**src/logic/bar_cfg.svh**
```systemverilog
// Constants for the breaker auxiliary relay logic.
// Assumes inclusion by bare name from files under logic/.
`ifndef BAR_CFG_SVH
`define BAR_CFG_SVH

// ----------------------------------------------------------------
// Register byte offsets
// ----------------------------------------------------------------
`define BAR_OFS_CTRL 4'h0
`define BAR_OFS_DLY_A 4'h4
`define BAR_OFS_DLY_B 4'h8
`define BAR_OFS_STAT 4'hC

// ----------------------------------------------------------------
// Field positions and reset values
// ----------------------------------------------------------------
`define BAR_CTRL_PROFILE_BIT 8
`define BAR_STAT_SLOW_BIT 5
`define BAR_CTRL_RST 9'h000
`define BAR_DLY_RST 16'h0000

// ----------------------------------------------------------------
// Timing
// ----------------------------------------------------------------
`define BAR_CLK_HZ 20000000
`define BAR_MS_PER_S 1000
`define BAR_CYC_PER_MS (`BAR_CLK_HZ / `BAR_MS_PER_S)
`define BAR_SLOW_MECH_MS 33
`define BAR_HOLD_S 10
`define BAR_HOLD_MS (`BAR_HOLD_S * `BAR_MS_PER_S)

// AXI responses
`define BAR_RESP_OKAY 2'h0
`define BAR_RESP_SLVERR 2'h2

`endif

```
**src/logic/bar_pkg.sv**
```systemverilog
// Types for the breaker auxiliary relay logic.
// Assumes nothing of its surroundings.
package bar_pkg;

    // Segregated-trip latch states
    typedef enum logic [1:0] {
        BAR_LATCH_OPEN = 2'b00,
        BAR_LATCH_SET = 2'b01,
        BAR_LATCH_OFFER = 2'b10
    } bar_latch_type;

    // Load-monitoring relay states
    typedef enum logic [1:0] {
        BAR_LM_OFF = 2'b00,
        BAR_LM_ON = 2'b01,
        BAR_LM_HOLD = 2'b10
    } bar_lm_type;

endpackage

```
**src/logic/bar_relays.sv**
```systemverilog
// Auxiliary relay outputs of a breaker trip unit with AXI4-Lite registers.
// Assumes synchronous inputs from the protection engine and one clock.
//
// Behaviour
// - An enabled trip event latches the segregated-trip relay.
// - Each of the seven trip types and the slow-mechanism event has its own latch enable bit.
// - Only a release taken after a display press clears the latch.
// - The segregated-trip contact is closed only while latched.
// - The alarm relay is energized above 105% of long-time pickup.
// - The alarm relay drops below that level or on a trip.
// - Load relays act only with the load-monitoring profile selected.
// - Each load relay has its own pickup and its own delay.
// - A load relay drops on a trip or 10 s after falling below pickup.
// - Mechanism time above 33 ms after an own trip is a slow event.
//
// Implementation choices: the address map and the AXI4-Lite slave port.
`timescale 1ns/10ps
`include "bar_cfg.svh"

module bar_relays #(
    parameter logic [15:0] CYC_PER_MS = 16'(`BAR_CYC_PER_MS),
    parameter logic [15:0] HOLD_MS = 16'(`BAR_HOLD_MS)
) (
    input wire logic clk,
    input wire logic rst_n,
    input wire logic [3:0] s_axi_awaddr,
    input wire logic s_axi_awvalid,
    output logic s_axi_awready,
    input wire logic [31:0] s_axi_wdata,
    input wire logic [3:0] s_axi_wstrb,
    input wire logic s_axi_wvalid,
    output logic s_axi_wready,
    output logic [1:0] s_axi_bresp,
    output logic s_axi_bvalid,
    input wire logic s_axi_bready,
    input wire logic [3:0] s_axi_araddr,
    input wire logic s_axi_arvalid,
    output logic s_axi_arready,
    output logic [31:0] s_axi_rdata,
    output logic [1:0] s_axi_rresp,
    output logic s_axi_rvalid,
    input wire logic s_axi_rready,
    input wire logic [6:0] trip_event,
    input wire logic breaker_trip,
    input wire logic trip_pulse_sent,
    input wire logic breaker_open,
    input wire logic lt_over_alarm,
    input wire logic [1:0] lm_above,
    input wire logic display_press,
    input wire logic unlatch_choice,
    output logic segregated_trip_relay,
    output logic pretrip_alarm_relay,
    output logic load_monitor_relay_a,
    output logic load_monitor_relay_b,
    output logic release_offered
);

    logic [8:0] ctrl_r;
    logic [8:0] ctrl_nxt;
    logic [15:0] dly_r [2];
    logic [15:0] dly_nxt [2];
    logic slow_flag_r;
    logic slow_flag_nxt;
    logic awready_r, awready_nxt, wready_r, wready_nxt;
    logic bvalid_r, bvalid_nxt, arready_r, arready_nxt;
    logic rvalid_r, rvalid_nxt;
    logic [1:0] bresp_r, bresp_nxt, rresp_r, rresp_nxt;
    logic [31:0] rdata_r, rdata_nxt;
    logic wr_go;
    logic slow_clr;
    logic [15:0] ms_cnt_r, ms_cnt_nxt;
    logic ms_tick_r, ms_tick_nxt;
    logic [5:0] mech_cnt_r, mech_cnt_nxt;
    logic mech_run_r, mech_run_nxt;
    logic slow_event;
    bar_pkg::bar_latch_type latch_r, latch_nxt;
    logic seg_r, seg_nxt, alarm_r, alarm_nxt;
    logic offer_r, offer_nxt;
    logic [7:0] events;
    logic [1:0] lm_relay;

    // ------------------------------------------------------------
    // AXI4-Lite slave
    // ------------------------------------------------------------
    assign wr_go = s_axi_awvalid && s_axi_wvalid && !awready_r &&
        !bvalid_r;

    // Handshakes, responses and register writes
    always_comb begin
        awready_nxt = wr_go;
        wready_nxt = wr_go;
        bvalid_nxt = bvalid_r && !s_axi_bready;
        bresp_nxt = bresp_r;
        arready_nxt = s_axi_arvalid && !arready_r && !rvalid_r;
        rvalid_nxt = rvalid_r && !s_axi_rready;
        rresp_nxt = rresp_r;
        rdata_nxt = rdata_r;
        ctrl_nxt = ctrl_r;
        dly_nxt[0] = dly_r[0];
        dly_nxt[1] = dly_r[1];
        slow_clr = 1'b0;
        if (wr_go) begin
            bvalid_nxt = 1'b1;
            bresp_nxt = `BAR_RESP_OKAY;
            if (s_axi_awaddr == `BAR_OFS_CTRL) begin
                if (s_axi_wstrb[0]) begin
                    ctrl_nxt[7:0] = s_axi_wdata[7:0];
                end
                if (s_axi_wstrb[1]) begin
                    ctrl_nxt[8] = s_axi_wdata[8];
                end
            end else if (s_axi_awaddr == `BAR_OFS_DLY_A) begin
                if (s_axi_wstrb[0]) dly_nxt[0][7:0] = s_axi_wdata[7:0];
                if (s_axi_wstrb[1]) dly_nxt[0][15:8] = s_axi_wdata[15:8];
            end else if (s_axi_awaddr == `BAR_OFS_DLY_B) begin
                if (s_axi_wstrb[0]) dly_nxt[1][7:0] = s_axi_wdata[7:0];
                if (s_axi_wstrb[1]) dly_nxt[1][15:8] = s_axi_wdata[15:8];
            end else if (s_axi_awaddr == `BAR_OFS_STAT) begin
                slow_clr = s_axi_wstrb[0] &&
                    s_axi_wdata[`BAR_STAT_SLOW_BIT];
            end else begin
                bresp_nxt = `BAR_RESP_SLVERR;
            end
        end
        if (arready_nxt) begin
            rvalid_nxt = 1'b1;
            rresp_nxt = `BAR_RESP_OKAY;
            rdata_nxt = 32'h00000000;
            if (s_axi_araddr == `BAR_OFS_CTRL) begin
                rdata_nxt[8:0] = ctrl_r;
            end else if (s_axi_araddr == `BAR_OFS_DLY_A) begin
                rdata_nxt[15:0] = dly_r[0];
            end else if (s_axi_araddr == `BAR_OFS_DLY_B) begin
                rdata_nxt[15:0] = dly_r[1];
            end else if (s_axi_araddr == `BAR_OFS_STAT) begin
                rdata_nxt[5:0] = {slow_flag_r, release_offered,
                    lm_relay, alarm_r, seg_r};
            end else begin
                rresp_nxt = `BAR_RESP_SLVERR;
            end
        end
        // Sticky slow-mechanism flag: a new event beats a clear
        slow_flag_nxt = slow_event || (slow_flag_r && !slow_clr);
    end

    // Bus and register flops
    always_ff @(posedge clk or negedge rst_n) begin
        if (!rst_n) begin
            awready_r <= 1'b0;
            wready_r <= 1'b0;
            bvalid_r <= 1'b0;
            bresp_r <= `BAR_RESP_OKAY;
            arready_r <= 1'b0;
            rvalid_r <= 1'b0;
            rresp_r <= `BAR_RESP_OKAY;
            rdata_r <= 32'h00000000;
            ctrl_r <= `BAR_CTRL_RST;
            dly_r[0] <= `BAR_DLY_RST;
            dly_r[1] <= `BAR_DLY_RST;
            slow_flag_r <= 1'b0;
        end else begin
            awready_r <= awready_nxt;
            wready_r <= wready_nxt;
            bvalid_r <= bvalid_nxt;
            bresp_r <= bresp_nxt;
            arready_r <= arready_nxt;
            rvalid_r <= rvalid_nxt;
            rresp_r <= rresp_nxt;
            rdata_r <= rdata_nxt;
            ctrl_r <= ctrl_nxt;
            dly_r[0] <= dly_nxt[0];
            dly_r[1] <= dly_nxt[1];
            slow_flag_r <= slow_flag_nxt;
        end
    end

    // ------------------------------------------------------------
    // Millisecond tick and mechanism timer
    // ------------------------------------------------------------
    always_comb begin
        ms_tick_nxt = (ms_cnt_r == CYC_PER_MS - 16'h0001);
        ms_cnt_nxt = ms_tick_nxt ? 16'h0000 : ms_cnt_r + 16'h0001;
        mech_run_nxt = mech_run_r;
        mech_cnt_nxt = mech_cnt_r;
        slow_event = 1'b0;
        if (trip_pulse_sent) begin
            mech_run_nxt = 1'b1;
            mech_cnt_nxt = 6'h00;
        end else if (mech_run_r) begin
            if (breaker_open) begin
                mech_run_nxt = 1'b0;
            end else if (ms_tick_r) begin
                mech_cnt_nxt = mech_cnt_r + 6'h01;
                if (mech_cnt_r == 6'(`BAR_SLOW_MECH_MS)) begin
                    slow_event = 1'b1;
                    mech_run_nxt = 1'b0;
                end
            end
        end
    end

    // Timer flops
    always_ff @(posedge clk or negedge rst_n) begin
        if (!rst_n) begin
            ms_cnt_r <= 16'h0000;
            ms_tick_r <= 1'b0;
            mech_cnt_r <= 6'h00;
            mech_run_r <= 1'b0;
        end else begin
            ms_cnt_r <= ms_cnt_nxt;
            ms_tick_r <= ms_tick_nxt;
            mech_cnt_r <= mech_cnt_nxt;
            mech_run_r <= mech_run_nxt;
        end
    end

    // ------------------------------------------------------------
    // Segregated-trip latch and pre-trip alarm
    // ------------------------------------------------------------
    assign events = {slow_event, trip_event};

    always_comb begin
        latch_nxt = latch_r;
        case (latch_r)
            bar_pkg::BAR_LATCH_OPEN: begin
                if (|(events & ctrl_r[7:0])) begin
                    latch_nxt = bar_pkg::BAR_LATCH_SET;
                end
            end
            bar_pkg::BAR_LATCH_SET: begin
                if (display_press) begin
                    latch_nxt = bar_pkg::BAR_LATCH_OFFER;
                end
            end
            bar_pkg::BAR_LATCH_OFFER: begin
                if (|(events & ctrl_r[7:0])) begin
                    latch_nxt = bar_pkg::BAR_LATCH_SET;
                end else if (unlatch_choice) begin
                    latch_nxt = bar_pkg::BAR_LATCH_OPEN;
                end else if (display_press) begin
                    latch_nxt = bar_pkg::BAR_LATCH_SET;
                end
            end
            default: begin
                latch_nxt = bar_pkg::BAR_LATCH_OPEN;
            end
        endcase
        seg_nxt = (latch_nxt != bar_pkg::BAR_LATCH_OPEN);
        offer_nxt = (latch_nxt == bar_pkg::BAR_LATCH_OFFER);
        alarm_nxt = lt_over_alarm && !breaker_trip;
    end

    // Latch and alarm flops
    always_ff @(posedge clk or negedge rst_n) begin
        if (!rst_n) begin
            latch_r <= bar_pkg::BAR_LATCH_OPEN;
            seg_r <= 1'b0;
            alarm_r <= 1'b0;
            offer_r <= 1'b0;
        end else begin
            latch_r <= latch_nxt;
            seg_r <= seg_nxt;
            alarm_r <= alarm_nxt;
            offer_r <= offer_nxt;
        end
    end

    // ------------------------------------------------------------
    // Load-monitoring relays
    // ------------------------------------------------------------
    for (genvar i = 0; i < 2; i++) begin : g_lm
        bar_load_mon #(
            .HOLD_MS(HOLD_MS)
        ) u_lm (
            .clk(clk),
            .rst_n(rst_n),
            .enable(ctrl_r[`BAR_CTRL_PROFILE_BIT]),
            .above(lm_above[i]),
            .trip(breaker_trip),
            .ms_tick(ms_tick_r),
            .delay_ms(dly_r[i]),
            .relay(lm_relay[i])
        );
    end

    // Outputs, all from flops
    assign s_axi_awready = awready_r;
    assign s_axi_wready = wready_r;
    assign s_axi_bvalid = bvalid_r;
    assign s_axi_bresp = bresp_r;
    assign s_axi_arready = arready_r;
    assign s_axi_rvalid = rvalid_r;
    assign s_axi_rresp = rresp_r;
    assign s_axi_rdata = rdata_r;
    assign segregated_trip_relay = seg_r;
    assign pretrip_alarm_relay = alarm_r;
    assign load_monitor_relay_a = lm_relay[0];
    assign load_monitor_relay_b = lm_relay[1];
    assign release_offered = offer_r;

endmodule

```
**src/logic/bar_load_mon.sv**
```systemverilog
// One load-monitoring relay: pickup delay, energized state, off hold.
// Assumes a one-cycle millisecond tick and synchronous inputs.
`timescale 1ns/10ps
`include "bar_cfg.svh"

module bar_load_mon #(
    parameter logic [15:0] HOLD_MS = 16'(`BAR_HOLD_MS)
) (
    input wire logic clk,
    input wire logic rst_n,
    input wire logic enable,
    input wire logic above,
    input wire logic trip,
    input wire logic ms_tick,
    input wire logic [15:0] delay_ms,
    output logic relay
);

    bar_pkg::bar_lm_type state_r;
    bar_pkg::bar_lm_type state_nxt;
    logic [15:0] cnt_r;
    logic [15:0] cnt_nxt;
    logic relay_r;
    logic relay_nxt;

    // ------------------------------------------------------------
    // Next state
    // ------------------------------------------------------------
    always_comb begin
        state_nxt = state_r;
        cnt_nxt = cnt_r;
        case (state_r)
            bar_pkg::BAR_LM_OFF: begin
                if (!enable || !above || trip) begin
                    cnt_nxt = 16'h0000;
                end else if (cnt_r >= delay_ms) begin
                    state_nxt = bar_pkg::BAR_LM_ON;
                end else if (ms_tick) begin
                    cnt_nxt = cnt_r + 16'h0001;
                end
            end
            bar_pkg::BAR_LM_ON: begin
                cnt_nxt = 16'h0000;
                if (!enable || trip) begin
                    state_nxt = bar_pkg::BAR_LM_OFF;
                end else if (!above) begin
                    state_nxt = bar_pkg::BAR_LM_HOLD;
                end
            end
            bar_pkg::BAR_LM_HOLD: begin
                if (!enable || trip) begin
                    state_nxt = bar_pkg::BAR_LM_OFF;
                    cnt_nxt = 16'h0000;
                end else if (above) begin
                    state_nxt = bar_pkg::BAR_LM_ON;
                    cnt_nxt = 16'h0000;
                end else if (cnt_r >= HOLD_MS) begin
                    state_nxt = bar_pkg::BAR_LM_OFF;
                    cnt_nxt = 16'h0000;
                end else if (ms_tick) begin
                    cnt_nxt = cnt_r + 16'h0001;
                end
            end
            default: begin
                state_nxt = bar_pkg::BAR_LM_OFF;
                cnt_nxt = 16'h0000;
            end
        endcase
        relay_nxt = (state_nxt != bar_pkg::BAR_LM_OFF);
    end

    // Registers
    always_ff @(posedge clk or negedge rst_n) begin
        if (!rst_n) begin
            state_r <= bar_pkg::BAR_LM_OFF;
            cnt_r <= 16'h0000;
            relay_r <= 1'b0;
        end else begin
            state_r <= state_nxt;
            cnt_r <= cnt_nxt;
            relay_r <= relay_nxt;
        end
    end

    assign relay = relay_r;

endmodule

```
**config.mk**
```make
export PLATFORM = sky130hd
export DESIGN_NAME = bar_relays
export DESIGN_NICKNAME = d
export VERILOG_FILES = /design/src/logic/bar_pkg.sv /design/src/logic/bar_relays.sv /design/src/logic/bar_load_mon.sv
export VERILOG_INCLUDE_DIRS = /design/src /design/src/logic
export SDC_FILE = /design/constraint.sdc
export NUM_CORES = 1
export LEC_CHECK = 0
export BUFFER_PORTS_ARGS = -buffer_cell sky130_fd_sc_hd__buf_2
export CELL_PAD_IN_SITES_DETAIL_PLACEMENT = 1
export CELL_PAD_IN_SITES_GLOBAL_PLACEMENT = 2
export CORE_MARGIN = 10
export CORE_UTILIZATION = 33
export DETAILED_ROUTE_END_ITERATION = 8
export PLACE_DENSITY = 0.83
export SLEW_MARGIN = 20
export SYNTH_ARGS = -nofsm -noshare
export SYNTH_HDL_FRONTEND = slang
export SYNTH_HIERARCHICAL = 1
export SYNTH_SLANG_ARGS = --single-unit
```
**constraint.sdc**
```tcl
create_clock -name clk -period 2.25 [get_ports clk]
set_input_delay 0.225 -clock clk [delete_from_list [all_inputs] [get_ports clk]]
set_output_delay 0.225 -clock clk [all_outputs]
set_load 0.02 [all_outputs]
```
==> summary.md, run 1 <==
| Metric | Value |
|---|---|
| Per-cell routed wire length | around 19 microns |
| Hold violation total from the final report | 0 |
| Clock network latency to the later pin of the worst-skew pair | ~0.43 ns |
| Number of nets in the layout | approximately 940 |
| Post-synthesis instance total | around 700 |
| Met3 WL post-DR | about 760 microns |
| Via count of the first global-routing pass | 6334 |
| Least-Margin Pin Slew | 0.620 ns |
| Internal Dissipation | around 0.0045 W |
| Overall die area | ~28000 sq um |
| Number of CTS-inserted buffers | 17 |
| Series of cell instances along the critical path | ha_4 > nand2b_4 > a2111oi_4 > nand3b_1 > a31oi_4 > or2_4 > o41ai_2 |
| Number of antenna violations at the first check in global routing | 1 |
| Via/cell ratio | roughly 5.2 |
| Vertical extent of the die | 167 microns |
| Largest driver fanout on the critical path | 7 |
| Inserted Diodes | 0 |
| TritonCTS clock tree | built |
| Net switching fraction of the power | around 29% |
| Element type at the critical path end | register |
| Router iterations before antenna repair | 4 |
| Startpoint type of the worst setup path | register |
| Aggregate global routing overflow | 0 |
| Floorplan core area | around 21000 sq um |
| Power Total | 0.00635 W |
| Fraction of registers with async set/reset | 100% |
| Syn-to-layout area delta | 29.2% |
| Master cell of the clock root buffer | sky130_fd_sc_hd__clkbuf_16 |
| Remaining DRCs | 0 |
| Count of flip-flops with a built-in enable after synthesis | 0 |
| Via count | a little under 6000 |
| Routed WL | roughly 21000 microns |
| GR Util All Layers | between 10 and 15% |
| Share of total power in the clock network | roughly 43% |
| Final count of pins violating max slew | 0 |
| Drt initial violations | 277 |
| Share of power burned in registers | between 40% and 50% |
| Proportion of power drawn by combinational gates | between 10% and 20% |
| Worst hold path type | in2reg |
| CP Data Required Time | roughly 2.6 ns |
| Crit path setup slack, layout | -0.0472 ns |
| Worst hold slack across all endpoints | ~0.028 ns |
| Delay of the slowest cell on the worst path | 0.42 ns |
| Areal power density over the cells | ~700 nW/um^2 |
| Number of storage elements in the synthesis netlist | 131 |
| Post-synthesis average cell area | roughly 10 sq um |
| HPWL after detailed placement | around 15000 microns |
| Ratio of cells with drive above 1 in the final layout | a little over a third |
| Final setup violation count | 2 |
| CP Class | reg2reg |
| Highest routing layer actually used | met4 |
| Headroom to the max-slew limit | 58.6% |
| Top FF cell, synth | sky130_fd_sc_hd__dfrtp_1 |
| Number of maximum-capacitance violations | 0 |
| Routed length on met1 | ~8700 microns |
| Clk pin slew, worst setup/hold paths | 0.06 ns |
| Starting density of the core | about 34% |
| Ratio of final minimum period to clock period | 102% |
| Row Count | 53 |
| Outcome | finished with violations |
| Metal2 WL | 11100 microns |
| Total of buffers placed on input and output ports | 75 |
| I/O pin count | between 100 and 150 |
| Number of sinks driven by the clock tree | between 100 and 150 |
| Final Skew | a little over 0.006 ns |
| Max VDD drop | 0.000363 V |
| Buffer depth of the longest clock path | 2 |
| Violated checks | negative setup slack |
| Min Clock Period, post-route | 2.30 ns |
| Width of the chip | 167 microns |
| Antenna Nets Post-Route | 0 |
| Worst path arrival time | 2.62 ns |
| Pin count of the biggest net entering global routing | between 60 and 70 |
| Number of distinct library cells after synthesis | 75 |
| CTS H-Tree Depth | 4 |
| Cell with the largest stage delay on the worst path | sky130_fd_sc_hd__dfrtp_1 |
| Unrepaired setup endpoints after global routing | true |
| Static Leakage | around 4.3 nW |
| Last weighted congestion value of the routability-driven placer | between 0.7 and 0.8 |
| Highest clock frequency the design can meet | 435 MHz |
| Net load switching power | approximately 0.0019 W |
| Cell area after synthesis | roughly 7200 sq um |
| Global-route wire length before repair | about 34000 microns |
| Sequential cell area fraction in the yosys report | between 40% and 50% |
| Yosys warns | 6 |
registers in the layout, indices dropped and copies added, names as in the netlist, 2 cells and up:
signal and flops:
g_lm.u_lm/relay 2, dly_r 32, g_lm.u_lm/state_r 4, g_lm.u_lm/cnt_r 32, s_axi_rdata 16, latch_r 2, ms_cnt_r 16, mech_cnt_r 6
ctrl_r 9
stage by stage:
stage	util (%)	setup TNS [ns]	cells	setup WS, ns	cell area [sq um]
CTS	42.6	-0.00289	1122	-0.00289	9040
floorplan	-	0	702	0.0328	7240
global placement	38.9	-0.716	1079	-0.0876	8250
global route	43.7	-1.57	1126	-0.145	9280
finish	43.7	-0.0709	1126	-0.0472	9280
detailed placement	38.9	-1.69	1079	-0.127	8250
layer usage:
layer / vias up / global-route usage, %
li1: 2763 / -
met4: 0 / 4.39
met3: 27 / 3.63
met5: - / 0
met1: 2991 / 17.4
met2: 97 / 26.4
final cells by class:
class                   count  area, sq um
well taps                 275          344
repair buffers            157         1060
clock inverters            15          148
multi-input cells         485         3850
inverters                  46          173
fillers                  2379        11900
flip-flops and latches    131         3280
clock buffers              17          425
critical path, delay by kind of cell, from the launching register on:
kind	cells	cell delay, ns
flops	1	0.42
compound gates	3	0.80
simple gates	3	0.71
fa+ha+maj	1	0.25
cells in the mapped netlist, drive strengths merged, types with 3 or more instances:
master  instances  area share [%]
mux4            6             1.9
nand3b          3            0.31
and3            9            0.80
mux2           42             6.6
a21oi          27             1.9
nand2          43             2.4
dfrtp         131              46
nand3          26             2.0
nor4            6            0.61
or3             5            0.44
a211oi          4            0.49
nor4b           5            0.82
nand2b          9            0.89
buf            32             3.1
a31oi           6            0.61
and4            6            0.73
ha             39             6.8
o31ai          17             2.3
o211ai          3            0.31
a22oi          10             1.0
nand4          18             1.7
o21ai          48             3.3
xnor2           9             1.1
o41ai           3            0.58
mux2i           3            0.42
nor2           49             2.6
inv            46             2.4
clkbuf          9            0.49
nor2b          12             1.0
xor2            6            0.73
nor3           12            0.91
a22o            7            0.85
power by group through the flow:
| stage | logic [W] | clock network, W | registers (W) |
|---|---|---|---|
| after global routing | 0.00110 | 0.00290 | 0.00264 |
| after CTS | 0.000967 | 0.00281 | 0.00262 |
| after detailed placement | 0.000905 | 0 | 0.00266 |
| final | 0.000999 | 0.00273 | 0.00262 |
| after global placement | 0.000888 | 0 | 0.00265 |
| after floorplan | 0.000481 | 0 | 0.00269 |
cell families after synthesis:
logic type      after synthesis  share of synthesized area (%)
mux                          51                           8.89
xor+xnor                     15                           1.83
buf+inv                      87                           5.96
other cells                   1                         0.0522
compound gates              148                           14.4
flops                       131                           45.7
fa+ha+maj                    39                           6.80
simple gates                213                           16.4
repair_timing:
| action | 4_1_cts | 5_1_grt |
|---|---|---|
| gates cloned | 2 | 0 |
| resized for setup | 20 | 46 |
| pin swaps | 13 | 22 |
| endpoints found under the setup margin | 32 | 32 |
| hold buffers | 4 | 0 |
| endpoints found under the hold margin | 30 | 0 |
| buffers inserted | 5 | 4 |
placed cells by master (no fill, tap or decap), types with 18 or more instances in the layout:
master / n
sky130_fd_sc_hd__a21oi_1: 22
sky130_fd_sc_hd__buf_2: 74
sky130_fd_sc_hd__buf_4: 72
sky130_fd_sc_hd__conb_1: 18
sky130_fd_sc_hd__dfrtp_1: 130
sky130_fd_sc_hd__ha_1: 31
sky130_fd_sc_hd__inv_1: 43
sky130_fd_sc_hd__mux2_2: 42
sky130_fd_sc_hd__nand2_1: 40
sky130_fd_sc_hd__nand3_1: 24
sky130_fd_sc_hd__nor2_1: 48
sky130_fd_sc_hd__o21ai_0: 28
final timing paths:
check                                                  from  slack (ns)  cells past startpoint                            endpoint
min in group asynchronous                             rst_n        0.25                      2          s_axi_rdata[2]$_DFFE_PN0P_
worst max-delay path                   dly_r[0]$_DFFE_PN0P_       -0.05                      7  g_lm[1].u_lm/cnt_r[13]$_DFFE_PN0P_
worst min-delay path                           breaker_trip        0.03                      2       pretrip_alarm_relay$_DFF_PN0_
worst min register to register  s_axi_rdata[11]$_DFFE_PN0P_        0.48                      2         s_axi_rdata[11]$_DFFE_PN0P_
worst max register to register         dly_r[0]$_DFFE_PN0P_       -0.05                      7  g_lm[1].u_lm/cnt_r[13]$_DFFE_PN0P_
max in group asynchronous                             rst_n        1.37                      3              ms_cnt_r[14]$_DFF_PN0_
(Power assumes the default switching activity.)
==> run 2, diff against run 1 <==
--- a/config.mk
+++ b/config.mk
@@ -7,12 +7,12 @@
 export NUM_CORES = 1
 export LEC_CHECK = 0
 export BUFFER_PORTS_ARGS = -buffer_cell sky130_fd_sc_hd__buf_2
-export CELL_PAD_IN_SITES_DETAIL_PLACEMENT = 1
-export CELL_PAD_IN_SITES_GLOBAL_PLACEMENT = 2
+export CELL_PAD_IN_SITES_DETAIL_PLACEMENT = 0
+export CELL_PAD_IN_SITES_GLOBAL_PLACEMENT = 1
 export CORE_MARGIN = 10
-export CORE_UTILIZATION = 33
+export CORE_UTILIZATION = 35
 export DETAILED_ROUTE_END_ITERATION = 8
-export PLACE_DENSITY = 0.83
+export PLACE_DENSITY = 0.75
 export SLEW_MARGIN = 20
 export SYNTH_ARGS = -nofsm -noshare
 export SYNTH_HDL_FRONTEND = slang
==> summary.md, run 2 (same netlist as run 1, synthesis figures left out) <==
| Metric | Value |
|---|---|
| Clock network latency to the later pin of the worst-skew pair | 0.42 ns (was 0.43 ns) |
| Share of power burned in registers | 39.7% (was 41.2%) |
| Net switching fraction of the power | 27.7% (was 29.3%) |
| Critical hold path startpoint | lt_over_alarm (was breaker_trip) |
| Reg2reg setup slack | 0.06 ns (was -0.05 ns) |
| Power Total | 0.00658 W (was 0.00635 W) |
| Static Leakage | 4.30 nW (was 4.31 nW) |
| Filler cell count in the final layout | 1891 (was 2379) |
| Areal power density over the cells | 712 nW/um^2 (was 684 nW/um^2) |
| Highest clock frequency the design can meet | 457 MHz (was 435 MHz) |
| Reg-to-reg critical path endpoint | g_lm[0].u_lm/cnt_r[5]$_DFFE_PN0P_ (was g_lm[1].u_lm/cnt_r[13]$_DFFE_PN0P_) |
| Ratio of cells with drive above 1 in the final layout | 35.0% (was 35.5%) |
| Non-filler cells, final | 1122 (was 1126) |
| Row Count | 52 (was 53) |
| Per-cell routed wire length | 16.3 microns (was 18.6 microns) |
| Proportion of power drawn by combinational gates | 14.8% (was 15.7%) |
| Worst path arrival time | 2.54 ns (was 2.62 ns) |
| Share of total power in the clock network | 45.5% (was 43.0%) |
| Number of nets in the layout | 944 (was 943) |
| Via count | 5691 (was 5878) |
| Min-Delay Path Depth | 2 (unchanged) |
| CTS H-Tree Depth | 4 (unchanged) |
| Internal Dissipation | 0.00476 W (was 0.00449 W) |
| Worst Hold Endpoint | pretrip_alarm_relay$_DFF_PN0_ (unchanged) |
| Least-Margin Pin Slew | 0.631 ns (was 0.620 ns) |
| Number of sinks driven by the clock tree | 131 (unchanged) |
| Final Skew | 0.0101 ns (was 0.00605 ns) |
| Total of buffers placed on input and output ports | 75 (unchanged) |
| Via/cell ratio | 5.07 (was 5.22) |
| Final setup violation count | 0 (was 2) |
| Inserted Diodes | 0 (unchanged) |
| Clk pin slew, worst setup/hold paths | 0.06 ns (about the same) |
| Net load switching power | 0.00182 W (was 0.00186 W) |
| Syn-to-layout area delta | 28.7% (was 29.2%) |
| Last weighted congestion value of the routability-driven placer | 0.782 (was 0.773) |
| Master cell of the clock root buffer | sky130_fd_sc_hd__clkbuf_16 (unchanged) |
| TritonCTS clock tree | built (unchanged) |
| Largest driver fanout on the critical path | 5 (was 7) |
| Drt initial violations | 244 (was 277) |
| Via count of the first global-routing pass | 5750 (was 6334) |
| GR Util All Layers | 13.7% (was 14.9%) |
| Buffer depth of the longest clock path | 2 (unchanged) |
| Unrepaired setup endpoints after global routing | true (unchanged) |
| Worst R2R Start | g_lm[0].u_lm/cnt_r[0]$_DFFE_PN0P_ (was dly_r[0]$_DFFE_PN0P_) |
| Antenna Nets Post-Route | 0 (unchanged) |
| Worst hold slack across all endpoints | 0.0338 ns (was 0.0278 ns) |
| Global-route wire length before repair | 29600 microns (was 34100 microns) |
| Ratio of final minimum period to clock period | 97.3% (was 102%) |
| Commonest cells after routing, fill and taps aside | sky130_fd_sc_hd__dfrtp_1, sky130_fd_sc_hd__buf_4, sky130_fd_sc_hd__buf_2, sky130_fd_sc_hd__nor2_1 (was sky130_fd_sc_hd__dfrtp_1, sky130_fd_sc_hd__buf_2, sky130_fd_sc_hd__buf_4, sky130_fd_sc_hd__nor2_1, sky130_fd_sc_hd__inv_1) |
| Element type at the critical path end | register (unchanged) |
| CP Data Required Time | 2.60 ns (was 2.58 ns) |
| Final count of pins violating max slew | 0 (unchanged) |
| Vertical extent of the die | 163 microns (was 167 microns) |
| Max VDD drop | 0.000505 V (was 0.000363 V) |
| Starting density of the core | 35.5% (was 33.8%) |
| Leading cell type in the layout, fill and taps excluded | sky130_fd_sc_hd__dfrtp_1 (unchanged) |
| Number of antenna violations at the first check in global routing | 1 (unchanged) |
| Overall die area | 26600 sq um (was 28100 sq um) |
| HPWL after detailed placement | 13600 microns (was 15000 microns) |
| Placement Cell Area | 8240 sq um (was 8250 sq um) |
| Min Clock Period, post-route | 2.19 ns (was 2.30 ns) |
| Aggregate global routing overflow | 0 (unchanged) |
| CP Class | reg2reg (unchanged) |
| R2R depth | 8 (was 7) |
| Final design instance area without fill | 9240 sq um (was 9280 sq um) |
| Width of the chip | 163 microns (was 167 microns) |
| Outcome | finished clean (was finished with violations) |
| Number of maximum-capacitance violations | 0 (unchanged) |
| Hold violation total from the final report | 0 (unchanged) |
| I/O pin count | 112 (unchanged) |
| Cells after DPL | 1075 (was 1079) |
| Remaining DRCs | 0 (unchanged) |
| Pin count of the biggest net entering global routing | 48 (was 62) |
| Number of CTS-inserted buffers | 17 (unchanged) |
| Floorplan core area | 20200 sq um (was 21200 sq um) |
| Router iterations before antenna repair | 7 (was 4) |
| Worst hold path type | in2reg (unchanged) |
| Largest registers ranked by flip-flop count | dly_r (32), g_lm.u_lm/cnt_r (32) (unchanged) |
| Headroom to the max-slew limit | 57.6% (was 58.6%) |
| Routed WL | 18300 microns (was 21000 microns) |
| Startpoint type of the worst setup path | register (unchanged) |
run 2: cell count changes in the layout (fill, tap and decap cells not counted), moves of 3 or more:
cell,before,now
sky130_fd_sc_hd__o21ai_0,28,33
sky130_fd_sc_hd__a21oi_1,22,18
sky130_fd_sc_hd__o21ai_2,5,0
sky130_fd_sc_hd__nor3_1,6,9
sky130_fd_sc_hd__a21oi_2,5,9
sky130_fd_sc_hd__buf_4,72,76
run 2: per-layer routing:
metal / GRT usage, % / part of all wire [%] / routed length, microns
met1: 16.7 / 43 / 7890
met2: 23.7 / 52 / 9440
met3: 3.45 / 4.3 / 788
met4: 3.73 / 0.86 / 157
met5: 0 / 0.060 / 11
run 2: how the worst max path moves through the flow:
stage | from | to | slack (ns) | cells after the start
after floorplan | g_lm[1].u_lm/cnt_r[13]$_DFFE_PN0P_ | g_lm[1].u_lm/cnt_r[10]$_DFFE_PN0P_ | 0.03 | 8
after global placement | g_lm[0].u_lm/cnt_r[14]$_DFFE_PN0P_ | g_lm[0].u_lm/cnt_r[14]$_DFFE_PN0P_ | -0.09 | 8
after detailed placement | dly_r[30]$_DFFE_PN0P_ | g_lm[0].u_lm/cnt_r[14]$_DFFE_PN0P_ | -0.13 | 9
after CTS | dly_r[16]$_DFFE_PN0P_ | g_lm[0].u_lm/cnt_r[9]$_DFFE_PN0P_ | -0.002 | 7
after global routing | dly_r[12]$_DFFE_PN0P_ | g_lm[1].u_lm/cnt_r[13]$_DFFE_PN0P_ | -0.03 | 9
final | g_lm[0].u_lm/cnt_r[0]$_DFFE_PN0P_ | g_lm[0].u_lm/cnt_r[5]$_DFFE_PN0P_ | 0.06 | 8
run 2: timing repair:
item / CTS / global route
gates resized for setup: 8 / 41
setup buffers: 3 / 6
endpoints found under the hold margin: 44 / 0
hold buffers: 3 / 0
pin swaps: 6 / 17
endpoints found under the setup margin: 25 / 30
gates cloned: 1 / 2
run 2: stage by stage:
stage	TNS, ns	util (%)	setup WS (ns)
final	0	45.7	0.0601
after global routing	-0.168	45.7	-0.0346
after CTS	-0.00152	44.3	-0.00152
after global placement	-0.746	40.7	-0.0943
after floorplan	0	-	0.0328
after detailed placement	-1.55	40.7	-0.134
run 2: worst max-delay path, stage by stage (launching register included):
cell                        delay (ns)
sky130_fd_sc_hd__dfrtp_1          0.38
sky130_fd_sc_hd__inv_2            0.08
sky130_fd_sc_hd__ha_4             0.19
sky130_fd_sc_hd__nand2b_4         0.14
sky130_fd_sc_hd__a2111oi_4        0.36
sky130_fd_sc_hd__nor3_4           0.10
sky130_fd_sc_hd__o31a_4           0.37
sky130_fd_sc_hd__or3_4            0.37
sky130_fd_sc_hd__a21oi_2          0.11
run 2: area by class of cell:
cell class	count	area [sq um]	area share, %
clock inverter	14	193	2.09
timing repair buffer	157	1020	11.0
clock buffer	18	439	4.75
tap	270	338	3.66
multi-input combinational	486	3800	41.1
inverter	46	173	1.87
sequential	131	3280	35.5
run 2: power groups by stage:
stage	logic, W	clock network (W)	registers [W]
global route	0.00108	0.00316	0.00263
CTS	0.000913	0.00304	0.00261
detailed placement	0.000887	0	0.00265
finish	0.000975	0.00299	0.00261
global placement	0.000880	0	0.00265
floorplan	0.000481	0	0.00269
==> run 3, diff against run 2 <==
--- a/config.mk
+++ b/config.mk
@@ -6,13 +6,14 @@
 export SDC_FILE = /design/constraint.sdc
 export NUM_CORES = 1
 export LEC_CHECK = 0
+export ABC_AREA = 1
 export BUFFER_PORTS_ARGS = -buffer_cell sky130_fd_sc_hd__buf_2
 export CELL_PAD_IN_SITES_DETAIL_PLACEMENT = 0
 export CELL_PAD_IN_SITES_GLOBAL_PLACEMENT = 1
 export CORE_MARGIN = 10
 export CORE_UTILIZATION = 35
 export DETAILED_ROUTE_END_ITERATION = 8
-export PLACE_DENSITY = 0.75
+export PLACE_DENSITY = 0.78
 export SLEW_MARGIN = 20
 export SYNTH_ARGS = -nofsm -noshare
 export SYNTH_HDL_FRONTEND = slang
==> summary.md, run 3 <==
| Metric | Value |
|---|---|
| Outcome | finished clean (unchanged) |
| Remaining DRCs | 0 (unchanged) |
| Vertical extent of the die | 172 microns (was 163 microns) |
| Most used standard cells in the synthesized netlist | sky130_fd_sc_hd__nand2_1, sky130_fd_sc_hd__inv_1, sky130_fd_sc_hd__dfrtp_1 (was sky130_fd_sc_hd__dfrtp_1, sky130_fd_sc_hd__nor2_1, sky130_fd_sc_hd__inv_1) |
| Cell accounting for the most synthesized area | sky130_fd_sc_hd__dfrtp_1 (unchanged) |
| Final design utilization | 41.8% (was 45.7%) |
| Row Count | 55 (was 52) |
| CTS H-Tree Depth | 4 (unchanged) |
| Worst hold slack across all endpoints | 0.0619 ns (was 0.0338 ns) |
| Number of storage elements in the synthesis netlist | 131 (unchanged) |
| Worst hold path type | in2reg (unchanged) |
| Static Leakage | 4.92 nW (was 4.30 nW) |
| Cell area after synthesis | 8120 sq um (was 7180 sq um) |
| Number of nets in the layout | 1307 (was 944) |
| Floorplan core area | 22700 sq um (was 20200 sq um) |
| Final setup violation count | 0 (unchanged) |
| Max VDD drop | 0.000470 V (was 0.000505 V) |
| Areal power density over the cells | 687 nW/um^2 (was 712 nW/um^2) |
| Number of CTS-inserted buffers | 17 (unchanged) |
| HPWL after detailed placement | 16400 microns (was 13600 microns) |
| Ratio of cells with drive above 1 in the final layout | 16.5% (was 35.0%) |
| Per-cell routed wire length | 14.2 microns (was 16.3 microns) |
| Cell with the largest stage delay on the worst path | sky130_fd_sc_hd__dfrtp_1 (unchanged) |
| Pin count of the biggest net entering global routing | 40 (was 48) |
| Inserted Diodes | 0 (unchanged) |
| Starting density of the core | 35.8% (was 35.5%) |
| Master cell of the clock root buffer | sky130_fd_sc_hd__clkbuf_16 (unchanged) |
| Via/cell ratio | 4.72 (was 5.07) |
| Buffer depth of the longest clock path | 2 (unchanged) |
| CP top delay family | simple AND/OR/NAND/NOR gates (was compound AO/OA/AOI/OAI gates) |
| Via count | 7071 (was 5691) |
| Series of cell instances along the critical path | ha_1 > nand2_1 > nor2_1 > nor2_1 > nand2_1 > nand2_1 > nand2_1 > nand2_1 > nand2_1 > nand2_2 > buf_12 > nand2_1 > a21oi_1 (was inv_2 > ha_4 > nand2b_4 > a2111oi_4 > nor3_4 > o31a_4 > or3_4 > a21oi_2) |
| Sequential cell area fraction in the yosys report | 40.4% (was 45.7%) |
| Count of flip-flops with a built-in enable after synthesis | 0 (unchanged) |
| TritonCTS clock tree | built (unchanged) |
| Hold violation total from the final report | 0 (unchanged) |
| Clk pin slew, worst setup/hold paths | 0.06 ns (about the same) |
| Syn-to-layout area delta | 16.9% (was 28.7%) |
| Final-layout setup total negative slack | 0 ns (unchanged) |
| Yosys warns | 6 (unchanged) |
| Number of sinks driven by the clock tree | 131 (unchanged) |
| Leading cell type in the layout, fill and taps excluded | sky130_fd_sc_hd__nand2_1 (was sky130_fd_sc_hd__dfrtp_1) |
| Ratio of final minimum period to clock period | 87.6% (was 97.3%) |
| Least-Margin Pin Slew | 0.531 ns (was 0.631 ns) |
| Unrepaired setup endpoints after global routing | false (was true) |
| Most frequent cell after synthesis | sky130_fd_sc_hd__nand2_1 (was sky130_fd_sc_hd__dfrtp_1) |
| Top FF cell, synth | sky130_fd_sc_hd__dfrtp_1 (unchanged) |
| Highest clock frequency the design can meet | 507 MHz (was 457 MHz) |
| Post-CTS setup buffer count | 0 (was 3) |
| Largest cells by area after synthesis | sky130_fd_sc_hd__dfrtp_1, sky130_fd_sc_hd__nand2_1, sky130_fd_sc_hd__inv_1 (was sky130_fd_sc_hd__dfrtp_1, sky130_fd_sc_hd__ha_1, sky130_fd_sc_hd__mux2_2) |
| Number of distinct library cells after synthesis | 40 (was 75) |
| Element type at the critical path end | register (unchanged) |
| Overall die area | 29700 sq um (was 26600 sq um) |
| Total of buffers placed on input and output ports | 75 (unchanged) |
| Last weighted congestion value of the routability-driven placer | 0.822 (was 0.782) |
| Aggregate global routing overflow | 0 (unchanged) |
| Width of the chip | 172 microns (was 163 microns) |
| Commonest cells after routing, fill and taps aside | sky130_fd_sc_hd__nand2_1, sky130_fd_sc_hd__inv_1, sky130_fd_sc_hd__dfrtp_1, sky130_fd_sc_hd__nor2_1, sky130_fd_sc_hd__buf_2 (was sky130_fd_sc_hd__dfrtp_1, sky130_fd_sc_hd__buf_4, sky130_fd_sc_hd__buf_2, sky130_fd_sc_hd__nor2_1) |
| Delay of the slowest cell on the worst path | 0.46 ns (was 0.38 ns) |
| Largest registers ranked by flip-flop count | dly_r (32), g_lm.u_lm/cnt_r (32) (unchanged) |
| Antenna Nets Post-Route | 0 (unchanged) |
| Number of antenna violations at the first check in global routing | 0 (was 1) |
| Final Skew | 0.00990 ns (was 0.0101 ns) |
| Worst path arrival time | 2.32 ns (was 2.54 ns) |
| Largest driver fanout on the critical path | 15 (was 5) |
| I/O pin count | 112 (unchanged) |
| CP Data Required Time | 2.60 ns (about the same) |
| CP Class | reg2reg (unchanged) |
| Headroom to the max-slew limit | 64.5% (was 57.6%) |
| Fraction of registers with async set/reset | 100% (unchanged) |
| Post-synthesis instance total | 1101 (was 685) |
| Startpoint type of the worst setup path | register (unchanged) |
| Clock network latency to the later pin of the worst-skew pair | 0.43 ns (was 0.42 ns) |
| Post-synthesis average cell area | 7.37 sq um (was 10.5 sq um) |
| Final count of pins violating max slew | 0 (unchanged) |
| Drt initial violations | 389 (was 244) |
| Router iterations before antenna repair | 5 (was 7) |
| Area fraction of the dominant cell type after synthesis | 40.4% (was 45.7%) |
| GR Util All Layers | 14.9% (was 13.7%) |
| Min Clock Period, post-route | 1.97 ns (was 2.19 ns) |
| Global-route wire length before repair | 35000 microns (was 29600 microns) |
| Most repeated library cell on the critical path | sky130_fd_sc_hd__nand2_1 |
| Number of maximum-capacitance violations | 0 (unchanged) |
| Routed WL | 21300 microns (was 18300 microns) |
| Worst path buffer plus inverter count | 1 (unchanged) |
| Via count of the first global-routing pass | 7001 (was 5750) |
-- run 3: cell count changes in the layout (fill, tap and decap cells not counted), moves of 41 or more --
cell                      before  now
sky130_fd_sc_hd__nor2_1       48   89
sky130_fd_sc_hd__buf_4        76   21
sky130_fd_sc_hd__nand3_1      24   68
sky130_fd_sc_hd__nand2_1      40  321
sky130_fd_sc_hd__inv_1        42  155
sky130_fd_sc_hd__mux2_2       42    0
-- run 3: worst register-to-register path: cells and delay by family, from the launching register on --
kind	cells	cell delay, ns
flops	1	0.46
compound gates	1	0.13
buf+inv	1	0.18
simple gates	10	0.80
fa+ha+maj	1	0.32
-- run 3: final timing paths --
path / from / cells past startpoint / to / slack [ns]
max in group asynchronous: rst_n / 3 / g_lm[1].u_lm/cnt_r[0]$_DFFE_PN0P_ / 1.34
worst max register to register: g_lm[1].u_lm/cnt_r[3]$_DFFE_PN0P_ / 13 / g_lm[1].u_lm/cnt_r[12]$_DFFE_PN0P_ / 0.28
min in group asynchronous: rst_n / 2 / g_lm[0].u_lm/cnt_r[12]$_DFFE_PN0P_ / 0.28
worst min-delay path: s_axi_wdata[14] / 3 / dly_r[14]$_DFFE_PN0P_ / 0.06
worst min register to register: ms_cnt_r[0]$_DFF_PN0_ / 1 / ms_cnt_r[0]$_DFF_PN0_ / 0.46
worst max-delay path: g_lm[1].u_lm/cnt_r[3]$_DFFE_PN0P_ / 13 / g_lm[1].u_lm/cnt_r[12]$_DFFE_PN0P_ / 0.28
-- run 3: kinds of logic after synthesis --
logic type      after synthesis  synth area share (%)
compound gates              137                  9.39
xor+xnor                     15                  1.62
fa+ha+maj                    39                  6.01
buf+inv                     202                  10.9
flops                       131                  40.4
other cells                   1                0.0462
simple gates                576                  31.6
-- run 3: layer usage --
layer,part of all wire (%),routed length [microns],track usage (%)
met1,46,9750,18.2
met2,49,10500,25.7
met3,3.2,671,2.74
met4,1.6,350,5.02
met5,0,0,0
-- run 3: power by group --
part / internal (W) / total (W) / switching (W)
registers: 0.00254 / 0.00269 / 0.000144
logic: 0.000369 / 0.00107 / 0.000701
clock network: 0.00164 / 0.00276 / 0.00113
-- run 3: stage by stage --
step / instance area (sq um) / setup WS [ns] / cells / total power [W]
final: 9490 / 0.278 / 1499 / 0.00652
after global routing: 9490 / 0.0561 / 1499 / 0.00687
after CTS: 9490 / 0.254 / 1499 / 0.00661
after detailed placement: 8870 / 0.243 / 1464 / 0.00380
after global placement: 8870 / 0.274 / 1464 / 0.00379
after floorplan: 8180 / 0.605 / 1118 / 0.00341
-- run 3: layout make-up --
class / instances / area (sq um)
fill: 2396 / 13200
multi-input combinational: 785 / 4020
sequential: 131 / 3280
timing repair buffer: 103 / 639
inverter: 164 / 616
clock buffer: 17 / 425
tap: 285 / 357
clock inverter: 14 / 154
-- run 3: timing repair --
| action | 4_1_cts | 5_1_grt |
|---|---|---|
| hold buffers | 4 | 0 |
| gates resized for setup | 0 | 1 |
| setup endpoints to repair | 0 | 1 |
| endpoints found under the hold margin | 39 | 0 |
